### src/inc/vco_cfg_pkg.sv
`default_nettype none
package vco_cfg_pkg;
  localparam int unsigned ADDR_W = 7;
  localparam int unsigned DATA_W = 8;

  // register offsets
  localparam logic [6:0] ldo_and_core_a_amplitude_cfg_off   = 7'h2f;
  localparam logic [6:0] cal_stage_divider_off              = 7'h30;
  localparam logic [6:0] wait_count_low_off                 = 7'h31;
  localparam logic [6:0] converter_ctrl_wait_count_high_off = 7'h32;
  localparam logic [6:0] synthetic_lock_timeout_off         = 7'h33;
  localparam logic [6:0] amplitude_settle_timeout_off       = 7'h34;
  localparam logic [6:0] converter_clock_divider_off        = 7'h35;
  localparam logic [6:0] pump_current_offset_reserved_off   = 7'h36;
  localparam logic [6:0] test_band_select_off               = 7'h37;
  localparam logic [6:0] test_core_and_bias_select_off      = 7'h38;
  localparam int unsigned NUM_REGS = 10;

  // reset values
  localparam logic [7:0] ldo_and_core_a_amplitude_cfg_rst   = 8'h92;
  localparam logic [7:0] cal_stage_divider_rst              = 8'h3f;
  localparam logic [7:0] wait_count_low_rst                 = 8'ha7;
  localparam logic [7:0] converter_ctrl_wait_count_high_rst = 8'h04;
  localparam logic [7:0] synthetic_lock_timeout_rst         = 8'h0c;
  localparam logic [7:0] amplitude_settle_timeout_rst       = 8'h9e;
  localparam logic [7:0] converter_clock_divider_rst        = 8'h4c;
  localparam logic [7:0] pump_current_offset_reserved_rst   = 8'h30;
  localparam logic [7:0] test_band_select_rst               = 8'h00;
  localparam logic [7:0] test_core_and_bias_select_rst      = 8'h00;

  // writable-bit masks; zero bits are reserved and read as zero
  localparam logic [7:0] ldo_and_core_a_amplitude_cfg_msk   = 8'h9f;
  localparam logic [7:0] converter_ctrl_wait_count_high_msk = 8'hbf;
  localparam logic [7:0] synthetic_lock_timeout_msk         = 8'h1f;
  localparam logic [7:0] full_msk                           = 8'hff;

  // field positions
  localparam int unsigned ldo_supply_select_bit          = 7;
  localparam int unsigned core_a_rectifier_bias_sel_bit  = 4;
  localparam int unsigned core_a_low_threshold_range_bit = 3;
  localparam int unsigned converter_input_select_bit     = 7;
  localparam int unsigned converter_fast_mode_bit        = 5;
  localparam int unsigned converter_continuous_mode_bit  = 4;
  localparam int unsigned converter_start_bit            = 3;
  localparam int unsigned converter_power_bit            = 2;
  localparam int unsigned timeout_field_w                = 5;
  localparam int unsigned test_nibble_w                  = 4;
  localparam int unsigned wait_count_high_w              = 2;
  localparam int unsigned nominal_threshold_w            = 3;
endpackage
`default_nettype wire

### src/cfg_reg8.sv
`timescale 1ns/10ps
`default_nettype none
module cfg_reg8
  import vco_cfg_pkg::*;
#(
  parameter logic [7:0] RESET_VAL = 8'h00,
  parameter logic [7:0] WR_MASK   = 8'hff
) (
  // clock and reset
  input  wire logic       ref_clk,
  input  wire logic       nrst,
  // write port
  input  wire logic       wr_en,
  input  wire logic [7:0] wr_data,
  // stored value
  output logic [7:0]      value_q
);
  // reserved bits never store, so they always read zero
  always_ff @(posedge ref_clk or negedge nrst) begin
    if (!nrst) begin
      value_q <= RESET_VAL & WR_MASK;
    end else if (wr_en) begin
      value_q <= wr_data & WR_MASK;
    end
  end
endmodule
`default_nettype wire

### src/vco_cal_alc_adc_config_regs.sv
`timescale 1ns/10ps
`default_nettype none
// Summary of operation
// (RULE_01) ldo supply select bit7, reset one
// (RULE_02) core a rectifier bias bit4, reset one
// (RULE_03) core a low threshold range bit3
// (RULE_04) core a nominal threshold resets to 010
// (RULE_05) calibration stage divider, reset 0x3f
// (RULE_06) ten-bit wait count from two registers
// (RULE_07) converter input select bit7, reset zero
// (RULE_08) converter fast, continuous, start, power bits
// (RULE_09) five-bit synthetic lock wait, reset 0xc
// (RULE_10) five-bit amplitude settle wait, reset 0x1e
// (RULE_11) converter clock divider, reset 0x4c
// (RULE_12) test band select, reset zero
// (RULE_13) one-hot test core select field; the code stores any 4-bit value and does not check one-hot
// (RULE_14) test bias code field, reset zero
// (RULE_15) reserved read-only bits read zero
// (RULE_16) fields reset, hold and read back
module vco_cal_alc_adc_config_regs
  import vco_cfg_pkg::*;
(
  // clock and reset
  input  wire logic                    ref_clk,
  input  wire logic                    nrst,
  // register access from the serial control interface
  input  wire logic [ADDR_W-1:0]       reg_addr,
  input  wire logic                    reg_wr,
  input  wire logic [DATA_W-1:0]       reg_wdata,
  output logic [DATA_W-1:0]            reg_rdata_q,
  output logic                         reg_hit_q,
  // amplitude loop and supply controls
  output logic                         ldo_supply_select_q,
  output logic                         core_a_rectifier_bias_sel_q,
  output logic                         core_a_low_threshold_range_q,
  output logic [2:0]                   core_a_nominal_threshold_q,
  // calibration timing
  output logic [7:0]                   cal_stage_divider_q,
  output logic [9:0]                   wait_count_q,
  output logic [4:0]                   synthetic_lock_wait_q,
  output logic [4:0]                   amplitude_settle_wait_q,
  output logic [2:0]                   cal_fsm_test_field_q,
  // converter controls
  output logic                         converter_input_select_q,
  output logic                         converter_fast_mode_q,
  output logic                         converter_continuous_mode_q,
  output logic                         converter_start_q,
  output logic                         converter_power_q,
  output logic [7:0]                   converter_clock_divider_q,
  // test overrides and reserved trims
  output logic [7:0]                   pump_current_offset_q,
  output logic [7:0]                   test_band_select_q,
  output logic [3:0]                   test_core_select_q,
  output logic [3:0]                   test_bias_code_q
);

  localparam logic [6:0] OFFS [NUM_REGS] = '{
    ldo_and_core_a_amplitude_cfg_off, cal_stage_divider_off, wait_count_low_off,
    converter_ctrl_wait_count_high_off, synthetic_lock_timeout_off, amplitude_settle_timeout_off,
    converter_clock_divider_off, pump_current_offset_reserved_off, test_band_select_off,
    test_core_and_bias_select_off};
  localparam logic [7:0] RSTS [NUM_REGS] = '{
    ldo_and_core_a_amplitude_cfg_rst, cal_stage_divider_rst, wait_count_low_rst,
    converter_ctrl_wait_count_high_rst, synthetic_lock_timeout_rst, amplitude_settle_timeout_rst,
    converter_clock_divider_rst, pump_current_offset_reserved_rst, test_band_select_rst,
    test_core_and_bias_select_rst};
  localparam logic [7:0] MSKS [NUM_REGS] = '{
    ldo_and_core_a_amplitude_cfg_msk, full_msk, full_msk,
    converter_ctrl_wait_count_high_msk, synthetic_lock_timeout_msk, full_msk,
    full_msk, full_msk, full_msk, full_msk};

  logic [7:0]          regs [NUM_REGS];
  logic [NUM_REGS-1:0] sel;
  logic [7:0]          rd_mux;
  logic                hit;

  // (RULE_16) per-register storage
  genvar gi;
  generate
    for (gi = 0; gi < NUM_REGS; gi++) begin : g_reg
      assign sel[gi] = (reg_addr == OFFS[gi]);
      // (RULE_15) masked reserved bits
      cfg_reg8 #(
        .RESET_VAL (RSTS[gi]),
        .WR_MASK   (MSKS[gi])
      ) u_reg (
        .ref_clk (ref_clk),
        .nrst    (nrst),
        .wr_en   (reg_wr & sel[gi]),
        .wr_data (reg_wdata),
        .value_q (regs[gi])
      );
    end
  endgenerate

  // (RULE_16) readback mux
  always_comb begin
    rd_mux = 8'h00;
    hit    = 1'b0;
    for (int i = 0; i < NUM_REGS; i++) begin
      if (sel[i]) begin
        rd_mux = regs[i];
        hit    = 1'b1;
      end
    end
  end

  // readback registered; unmapped offsets read zero
  always_ff @(posedge ref_clk or negedge nrst) begin
    if (!nrst) begin
      reg_rdata_q <= 8'h00;
      reg_hit_q   <= 1'b0;
    end else begin
      reg_rdata_q <= rd_mux;
      reg_hit_q   <= hit;
    end
  end

  // field outputs, flopped so every output leaves a flip-flop
  always_ff @(posedge ref_clk or negedge nrst) begin
    if (!nrst) begin
      ldo_supply_select_q          <= ldo_and_core_a_amplitude_cfg_rst[ldo_supply_select_bit];
      core_a_rectifier_bias_sel_q  <= ldo_and_core_a_amplitude_cfg_rst[core_a_rectifier_bias_sel_bit];
      core_a_low_threshold_range_q <= ldo_and_core_a_amplitude_cfg_rst[core_a_low_threshold_range_bit];
      core_a_nominal_threshold_q   <= ldo_and_core_a_amplitude_cfg_rst[nominal_threshold_w-1:0];
    end else begin
      // (RULE_01) supply choice
      ldo_supply_select_q          <= regs[0][ldo_supply_select_bit];
      // (RULE_02) rectifier bias
      core_a_rectifier_bias_sel_q  <= regs[0][core_a_rectifier_bias_sel_bit];
      // (RULE_03) threshold range
      core_a_low_threshold_range_q <= regs[0][core_a_low_threshold_range_bit];
      // (RULE_04) nominal threshold
      core_a_nominal_threshold_q   <= regs[0][nominal_threshold_w-1:0];
    end
  end

  always_ff @(posedge ref_clk or negedge nrst) begin
    if (!nrst) begin
      cal_stage_divider_q     <= cal_stage_divider_rst;
      wait_count_q            <= {converter_ctrl_wait_count_high_rst[wait_count_high_w-1:0], wait_count_low_rst};
      synthetic_lock_wait_q   <= synthetic_lock_timeout_rst[timeout_field_w-1:0];
      amplitude_settle_wait_q <= amplitude_settle_timeout_rst[timeout_field_w-1:0];
      cal_fsm_test_field_q    <= amplitude_settle_timeout_rst[DATA_W-1:timeout_field_w];
    end else begin
      // (RULE_05) stage time
      cal_stage_divider_q     <= regs[1];
      // (RULE_06) joined wait count
      wait_count_q            <= {regs[3][wait_count_high_w-1:0], regs[2]};
      // (RULE_09) lock wait field
      synthetic_lock_wait_q   <= regs[4][timeout_field_w-1:0];
      // (RULE_10) settle wait field
      amplitude_settle_wait_q <= regs[5][timeout_field_w-1:0];
      cal_fsm_test_field_q    <= regs[5][DATA_W-1:timeout_field_w];
    end
  end

  always_ff @(posedge ref_clk or negedge nrst) begin
    if (!nrst) begin
      converter_input_select_q    <= converter_ctrl_wait_count_high_rst[converter_input_select_bit];
      converter_fast_mode_q       <= converter_ctrl_wait_count_high_rst[converter_fast_mode_bit];
      converter_continuous_mode_q <= converter_ctrl_wait_count_high_rst[converter_continuous_mode_bit];
      converter_start_q           <= converter_ctrl_wait_count_high_rst[converter_start_bit];
      converter_power_q           <= converter_ctrl_wait_count_high_rst[converter_power_bit];
      converter_clock_divider_q   <= converter_clock_divider_rst;
    end else begin
      // (RULE_07) converter input route
      converter_input_select_q    <= regs[3][converter_input_select_bit];
      // (RULE_08) converter mode bits
      converter_fast_mode_q       <= regs[3][converter_fast_mode_bit];
      converter_continuous_mode_q <= regs[3][converter_continuous_mode_bit];
      converter_start_q           <= regs[3][converter_start_bit];
      converter_power_q           <= regs[3][converter_power_bit];
      // (RULE_11) divider to clock generator
      converter_clock_divider_q   <= regs[6];
    end
  end

  // test overrides only matter when the calibration engine is in test mode
  always_ff @(posedge ref_clk or negedge nrst) begin
    if (!nrst) begin
      pump_current_offset_q <= pump_current_offset_reserved_rst;
      test_band_select_q    <= test_band_select_rst;
      test_core_select_q    <= test_core_and_bias_select_rst[DATA_W-1:test_nibble_w];
      test_bias_code_q      <= test_core_and_bias_select_rst[test_nibble_w-1:0];
    end else begin
      pump_current_offset_q <= regs[7];
      // (RULE_12) band in core
      test_band_select_q    <= regs[8];
      // (RULE_13) core select nibble, passed through without a one-hot check
      test_core_select_q    <= regs[9][DATA_W-1:test_nibble_w];
      // (RULE_14) bias code
      test_bias_code_q      <= regs[9][test_nibble_w-1:0];
    end
  end

endmodule
`default_nettype wire

### config.mk
export PLATFORM = sky130hd
export DESIGN_NAME = vco_cal_alc_adc_config_regs
export DESIGN_NICKNAME = d
export VERILOG_FILES = /design/src/inc/vco_cfg_pkg.sv /design/src/cfg_reg8.sv /design/src/vco_cal_alc_adc_config_regs.sv
export SDC_FILE = /design/constraint.sdc
export NUM_CORES = 1
export LEC_CHECK = 0
export ABC_AREA = 1
export BUFFER_PORTS_ARGS = -buffer_cell sky130_fd_sc_hd__buf_4
export CORE_MARGIN = 3
export CORE_UTILIZATION = 35
export CTS_CLUSTER_DIAMETER = 80
export CTS_CLUSTER_SIZE = 20
export DETAILED_ROUTE_END_ITERATION = 6
export PLACE_DENSITY = 0.55
export SLEW_MARGIN = 10
export SYNTH_ARGS = -nofsm -noshare
export SYNTH_HDL_FRONTEND = slang
export SYNTH_SLANG_ARGS = --single-unit
### constraint.sdc
create_clock -name ref_clk -period 3.1 [get_ports ref_clk]
set_input_delay 0.31 -clock ref_clk [delete_from_list [all_inputs] [get_ports ref_clk]]
set_output_delay 0.31 -clock ref_clk [all_outputs]
set_load 0.02 [all_outputs]
# After elaboration in Yosys (flattened, before gate mapping)
# Index checks and enable logic that the tools add are counted.
[totals]
output_inout_bits = 83
word_cells = 71
in_bits = 18
register_bits = 157
[classes]
muxes = 20
eq_ne = 10
bitwise = 10
[ops]
columns = ["operator", "n"]
rows = [
  ["2-to-1 mux 8 bit", 10],
  ["equality test 7 x 6 -> 1 bit, second input constant", 10],
  ["AND 1 bit", 10],
  ["2-to-1 mux 1 bit", 10],
]

# Logic depth before layout (Yosys ltp)
# Gate-level depths: netlist (run 1).
[depth]
ltp_word = 11
ltp_mapped = 11
ltp_nobuf = 11

# Modules after synthesis
# Synthesis (run 1) repeated with hierarchy kept, for this count alone.
[unflattened]
hier_cells = 602
hier_area_um2 = 5908.2
[by_module_without_submodules]
columns = ["module", "seq_area_each_um2", "area_each_um2", "instances", "cells_per_inst"]
rows = [
  ["vco_cal_alc_adc_config_regs", 2110.8, 3005.4, 1, 279],
  ["cfg_reg8 at g_reg[2].u_reg ...", 206.4, 311.5, 2, 34],
  ["cfg_reg8 at g_reg[8].u_reg ...", 200.2, 305.3, 2, 34],
  ["cfg_reg8 at g_reg[1].u_reg", 207.7, 312.8, 1, 34],
  ["cfg_reg8 at g_reg[6].u_reg", 203.9, 309.0, 1, 34],
  ["cfg_reg8 at g_reg[7].u_reg", 202.7, 307.8, 1, 34],
  ["cfg_reg8 at g_reg[3].u_reg", 176.4, 281.5, 1, 32],
  ["cfg_reg8 at g_reg[0].u_reg", 153.9, 244.0, 1, 28],
  ["cfg_reg8 at g_reg[4].u_reg", 127.6, 214.0, 1, 25],
]

# Worst setup path before layout (run 1)
# No wires, ideal clock.
[synth_path]
path_type = "input -> register"
start = "in reg_wr"
end = "reg g_reg[6].u_reg.value_q[5]"
path_slack_ps = 1640
setup_ps = 125
path_stages = 7
t_arrival_ps = 1335
required_ps = 2975
path_buffers = 3
cell_sequence = "buf_1 > inv_1 > or2_1 > buf_2 > buf_2 > nand2_1 > o21ai_1"
[synth_between]
elab_chain_len = 1
[synth_lines]
columns = ["element", "line_no", "text"]
rows = [
  ["from (decl)", "vco_cal_alc_adc_config_regs.sv:28", "input wire logic reg_wr,"],
  ["AND 1 bit", "vco_cal_alc_adc_config_regs.sv:89", ".wr_en (reg_wr & sel[gi]),"],
  ["to (signal assigned)", "cfg_reg8.sv:21", "value_q <= RESET_VAL & WR_MASK;"],
  ["to (signal assigned)", "cfg_reg8.sv:23", "value_q <= wr_data & WR_MASK;"],
  ["to (decl)", "cfg_reg8.sv:16", "output logic [7:0] value_q"],
]
# Every way passes these cells.
# A chain may end at the register's enable or synchronous reset.

# Final worst setup path (run 1)
[layout_path]
start = "in reg_addr[4]"
end = "reg reg_rdata_q[7]"
[layout_between]
elab_chain_len = 11
elab_cells_between_ends = 20
classes_between = "10 x eq/ne; 10 x mux"
[layout_lines]
columns = ["element", "line_no", "text"]
rows = [
  ["from (decl)", "vco_cal_alc_adc_config_regs.sv:27", "input wire logic [ADDR_W-1:0] reg_addr,"],
  ["equality test 7 x 6 -> 1 bit", "vco_cal_alc_adc_config_regs.sv:81", "assign sel[gi] = (reg_addr == OFFS[gi]);"],
  ["2-to-1 mux 8 bit (9 in series)", "vco_cal_alc_adc_config_regs.sv:101", "if (sel[i]) begin"],
  ["2-to-1 mux 8 bit (*)", "vco_cal_alc_adc_config_regs.sv:101", ""],
  ["via rd_mux[7]", "vco_cal_alc_adc_config_regs.sv:74", "logic [7:0] rd_mux;"],
  ["to (signal assigned)", "vco_cal_alc_adc_config_regs.sv:114", "reg_rdata_q <= rd_mux;"],
  ["to (decl)", "vco_cal_alc_adc_config_regs.sv:30", "output logic [DATA_W-1:0] reg_rdata_q,"],
]
# The timed path passes the listed nets; every way through them passes the cells marked *.

==> flow_summary.toml, run 1 <==
[sta]
fin_crit_sh_pct = 56.8
rsz0062_at_grt = "false"
slew_headroom_pct = 49.7
setup_slack_ns = 1.34
fin_worst_skew_ns = 0.00686
max_freq_mhz = 568
hold_ws_ns = 0.118
worst_pin_slew_ns = 0.754
layout_min_cycle_time_ns = 1.76
final-setup-viol-count = 0
slew_violations = 0
setup_tns_ns = 0
hold_viol = 0

[grt]
overflow = 0
grt_first_pass_wirelength_mm = 23.3
grt_pass1_vias = 3996
grt_antenna_before_repair = 1
grt_max_degree = 85
grt_usage_pct = 17.4

[cells_and_area]
area_delta_synth_final_pct = 28.4
drive_gt1_share_pct = 32.6
n_fill_cell = 1471
layout_common_cells = "nand2_1, dfrtp_1, buf_4, dfstp_2, o21ai_1"
antenna_cells = 0
fin_nets = 643
post-route-util_pct = 46.7
final_common_cell = "nand2_1"

[synth]
syn-cell-area_um2 = 5620
ys_warn_count = 0
yosysSeqAreaShare_pct = 71.2
synth_fp_nets = 534
avgSynthCellArea_um2 = 10.9
synth-main-ff-cell = "dfrtp_1"
synth-edff-count = 0
synth-seq-cells = 157
ys_types = 29
synthCells = 516
synth-async-reset-ratio_pct = 100

[worst_setup_path]
reg2reg_to = "reg_rdata_q[7]"
worst-r2r-setup-slack_ns = 1.77
path_cells = "buf_4, nand2_1, nor2_2, nand3b_2, nand2_1, a21oi_1, o21ai_0, nand2_1, nand3_1"
end_kind = "flip-flop"
crit_required_ns = 3.46
reg2regPathDepth = 6
critPathTopFamily = "simple AND/OR/NAND/NOR gates"
path_max_fanout = 20
crit_buf_inv = 1
cpPeakStageDelay_ns = 0.57
arrival_ns = 2.12
cp-start-kind = "input pin"
path_common_cell = "nand2_1"
crit_path_top_delay_cell = "nor2_2"
worstSetupPathType = "in2reg"
r2r-start = "g_reg[2].u_reg.value_q[7]"

[cts]
cts_setup_buffers = 0
holdBufCountCts = 1
cts_num_sinks = 157
htreeDepth = 4
cts.path.max_buffers = 2
clk_pin_slew_ns = 0.06
cts_buffers = 17
clk_latency_ns = 0.43
cts_root_buf = "clkbuf_16"
cts_tree = "done"
cts_resized = 0

[worst_hold_path]
hold_path_end = "g_reg[0].u_reg.value_q[1]"
hold_depth = 3
hp-class = "in2reg"
min_from = "reg_wdata[1]"

[die]
dieWidth_um = 133
die_y_um = 133
start_util_pct = 36.4
die_area_um2 = 17600
ios = 101
rows = 45
core_um2 = 15400

[route]
firstDrtPassIters = 5
drtAntennaViolNets = 0
drc = 0
wirelength_mm = 14.6
vias = 3981
routed_via_density = 4.69
drtIter0Drc = 311
detail_route.wl_per_cell_um = 17.2

[placed_design]
post-place-ws_ns = 0.873
numPortBuffers = 100
place.gp.congestion = 0.896
dp_hpwl_mm = 10.2

[run_status]
status = "finished clean"

[power_and_ir_drop]
powerDensity_nw_per_um2 = 679
p_leak_nw = 3.48
vdd_drop_max_uv = 397

[flow_run]
drv_cap = 0
routing by layer:
metal / global-route usage [%] / share of wire (%) / up-vias
met1: 24.0 / 46 / 1926
met4: 5.54 / 1.6 / 2
met3: 4.56 / 5.1 / 21
li1: - / - / 1907
met2: 27.0 / 47 / 125
met5: 0 / 0.075 / -
registers in the layout, indices dropped and copies added, names as in the netlist, 4 cells and up:
signal / flops
test_band_select_q: 8
pump_current_offset_q: 8
cal_stage_divider_q: 8
wait_count_q: 10
amplitude_settle_wait_q: 5
test_bias_code_q: 4
synthetic_lock_wait_q: 5
test_core_select_q: 4
converter_clock_divider_q: 8
g.u_reg.value_q: 74
reg_rdata_q: 8
worst reg2reg max path, stage by stage (launching register included):
cell and delay [ns]:
dfstp_2 0.56, nand3_1 0.11, nand2_1 0.10, nor2_1 0.05, o21ai_0 0.24, nand2_1 0.12
nand3_1 0.09
worst max-delay path by stage:
| stage | slack, ns | startpoint | end | cells after the start |
|---|---|---|---|---|
| 2_1_floorplan | 1.64 | reg_wr | g_reg[6].u_reg.value_q[5] | 7 |
| 3_3_place_gp | 0.87 | reg_addr[4] | reg_rdata_q[3] | 8 |
| 3_5_place_dp | 0.87 | reg_addr[4] | reg_rdata_q[3] | 8 |
| 4_1_cts | 1.34 | reg_addr[4] | reg_rdata_q[3] | 8 |
| 5_1_grt | 1.06 | reg_addr[4] | reg_rdata_q[3] | 8 |
| 6_report | 1.34 | reg_addr[4] | reg_rdata_q[7] | 9 |
through the flow:
step / std cells / power (W) / area (um2)
6_report: 849 / 0.00489 / 7210
5_1_grt: 849 / 0.00509 / 7210
4_1_cts: 849 / 0.00495 / 7210
3_5_place_dp: 816 / 0.00285 / 6600
3_3_place_gp: 816 / 0.00285 / 6600
2_1_floorplan: 516 / 0.00258 / 5620
area by class of cell:
cell class / count / area [um2] / share of cell area, %
Sequential cell: 157 / 4000 / 55.4
Multi-Input combinational cell: 315 / 1440 / 20.0
Timing Repair Buffer: 103 / 792 / 11.0
Clock buffer: 21 / 470 / 6.53
Tap cell: 211 / 264 / 3.66
Clock inverter: 11 / 131 / 1.82
Inverter: 31 / 116 / 1.61
logic make-up (layout without fill, tap and decap cells):
| family | after synthesis | in the layout | share of synthesized area (%) |
|---|---|---|---|
| AND/OR/NAND/NOR | 224 | 224 | 17.1 |
| buffers and inverters | 44 | 166 | 3.23 |
| flip-flops | 157 | 157 | 71.2 |
| AO/OA/AOI/OAI | 91 | 91 | 8.51 |
power by group:
part	internal [W]	leakage, nW	total [W]	switching (W)
logic	0.000169	1.23	0.000441	0.000272
clock network	0.00126	0.286	0.00208	0.000826
registers	0.00226	1.96	0.00237	0.000110
total	0.00369	3.48	0.00489	0.00121
Yosys cell counts, types with 2 or more instances:
master | number | area, um2
a21oi_1 | 3 | 15.0
buf_2 | 10 | 50.1
dfrtp_1 | 103 | 2580
dfstp_2 | 54 | 1420
inv_1 | 24 | 90.1
inv_2 | 7 | 26.3
nand2_1 | 146 | 548
nand2_2 | 6 | 37.5
nand3_1 | 23 | 115
nand4_1 | 9 | 56.3
nor2_1 | 27 | 101
nor2_2 | 2 | 12.5
nor2_4 | 2 | 22.5
nor3_1 | 2 | 10.0
o2111ai_1 | 2 | 17.5
o21a_1 | 5 | 37.5
o21ai_0 | 28 | 140
o21ai_1 | 52 | 260
No activity file was read; power rests on OpenSTA's default activity.
==> inputs of run 2 (changes only) <==
Clock period 3.1 ns to 1.76 ns, I/O delays scaled along.
==> flow_summary.toml, run 2 (same netlist as run 1, synthesis figures left out) <==
[route]
firstDrtPassIters = 5
wirelength_mm = 14.7
drtAntennaViolNets = 0
vias = 3992
routed_via_density = 4.64
drtIter0Drc = 332
drc = 0
detail_route.wl_per_cell_um = 17.2

[sta]
slew_violations = 0
setup_slack_ns = 0.479
fin_crit_sh_pct = 72.8
fin_worst_skew_ns = 0.00851
rsz0062_at_grt = "false"
final-setup-viol-count = 0
max_freq_mhz = 781
layout_min_cycle_time_ns = 1.28
hold_viol = 0
slew_headroom_pct = 64.9
worst_pin_slew_ns = 0.526
setup_tns_ns = 0
hold_ws_ns = 0.120

[power_and_ir_drop]
vdd_drop_max_uv = 749
swShare_pct = 25.0
powerDensity_nw_per_um2 = 1180
clkPwrFrac_pct = 42.1
comb_power_share_pct = 9.2
p_leak_nw = 3.52
seq_power_share_pct = 48.7
power_switching_w = 0.00214
p_int_w = 0.00643

[grt]
grt_first_pass_wirelength_mm = 24.0
grt_pass1_vias = 4135
grt_max_degree = 57
grt_antenna_before_repair = 0
overflow = 0
grt_usage_pct = 17.9

[cells_and_area]
multi_input_area_um2 = 1440
largest_reg_flops = 74
post-route-util_pct = 47.3
n_fill_cell = 1493
drive_gt1_share_pct = 33.3
fin_nets = 654
layout_common_cells = "nand2_1, buf_4, dfrtp_1, dfstp_2, o21ai_1"
regArea_um2 = 4000
final_cells = 860
antenna_cells = 0
area_delta_synth_final_pct = 29.8
top_regs = "g.u_reg.value_q (74), wait_count_q (10)"
top_register = "g.u_reg.value_q"
final_common_cell = "nand2_1"

[cts]
cts_setup_buffers = 0
cts.path.max_buffers = 2
cts_num_sinks = 157
clk_pin_slew_ns = 0.07
holdBufCountCts = 2
cts_tree = "done"
cts_buffers = 17
htreeDepth = 4
cts_resized = 0
clk_latency_ns = 0.42
cts_root_buf = "clkbuf_16"

[die]
start_util_pct = 36.4
die_y_um = 133
die_area_um2 = 17600
core_um2 = 15400
rows = 45
dieWidth_um = 133
ios = 101

[worst_setup_path]
crit_required_ns = 2.12
arrival_ns = 1.64
path_cells = "nand3_1, nand2_1, nor2_1, o21ai_0, nand2_1, nand3_1"
end_kind = "flip-flop"
cp-start-kind = "flip-flop"
path_max_fanout = 3
crit_path_top_delay_cell = "dfstp_2"
cpPeakStageDelay_ns = 0.57
reg2regPathDepth = 6
worstSetupPathType = "reg2reg"

[placed_design]
post-place-ws_ns = 0.0930
place.gp.congestion = 0.871
dpl.cell_count = 826
numPortBuffers = 100
dp_hpwl_mm = 10.4

[worst_hold_path]
hp-class = "in2reg"
hold_depth = 3

[flow_run]
drv_cap = 0

[run_status]
status = "finished clean"
-- run 2: cell count changes in the layout (fill, tap and decap cells not counted), sizes merged --
| cell | change |
|---|---|
| buf | +10 |
| dlygate4sd3 | +1 |
-- run 2: stage by stage --
stage               area [um2]  power (W)
finish                    7290    0.00857
global route              7290    0.00892
CTS                       7290    0.00866
detailed placement        6690    0.00503
global placement          6690    0.00502
floorplan                 5620    0.00454
-- run 2: per-layer routing --
metal / global-route usage, % / vias to the layer above / wire, um
met2: 27.9 / 111 / 7010
met3: 4.22 / 24 / 661
li1: - / 1931 / -
met5: 0 / - / 0
met4: 7.04 / 0 / 325
met1: 24.3 / 1926 / 6750
-- run 2: final timing paths --
path / start / endpoint / slack [ns]
setup / recovery: g_reg[2].u_reg.value_q[7] / reg_rdata_q[7] / 0.48
min in group asynchronous: nrst / test_bias_code_q[0] / 0.24
max in group asynchronous: nrst / g_reg[1].u_reg.value_q[4] / 0.77
hold reg to reg: g_reg[0].u_reg.value_q[1] / core_a_nominal_threshold_q[1] / 0.37
hold / removal: reg_wdata[6] / g_reg[5].u_reg.value_q[6] / 0.12
setup reg to reg: g_reg[2].u_reg.value_q[7] / reg_rdata_q[7] / 0.48
-- run 2: cell type report --
cell class	instances	share of cell area (%)
sequential	157	54.8
multi-input combinational	315	19.7
tap	211	3.62
inverter	31	1.60
clock buffer	21	6.18
timing repair buffer	114	12.2
clock inverter	11	1.85
-- run 2: power by group through the flow --
stage / logic (W) / registers (W) / clock network (W)
after detailed placement: 0.000802 / 0.00423 / 0
after floorplan: 0.000186 / 0.00436 / 0
after global routing: 0.000867 / 0.00421 / 0.00384
final: 0.000793 / 0.00417 / 0.00361
after global placement: 0.000793 / 0.00423 / 0
after CTS: 0.000808 / 0.00418 / 0.00367
-- run 2: critical path, delay by kind of cell, from the launching register on --
kind             cells  cell delay, ns
AO/OA/AOI/OAI        1            0.20
AND/OR/NAND/NOR      5            0.44
flip-flops           1            0.57
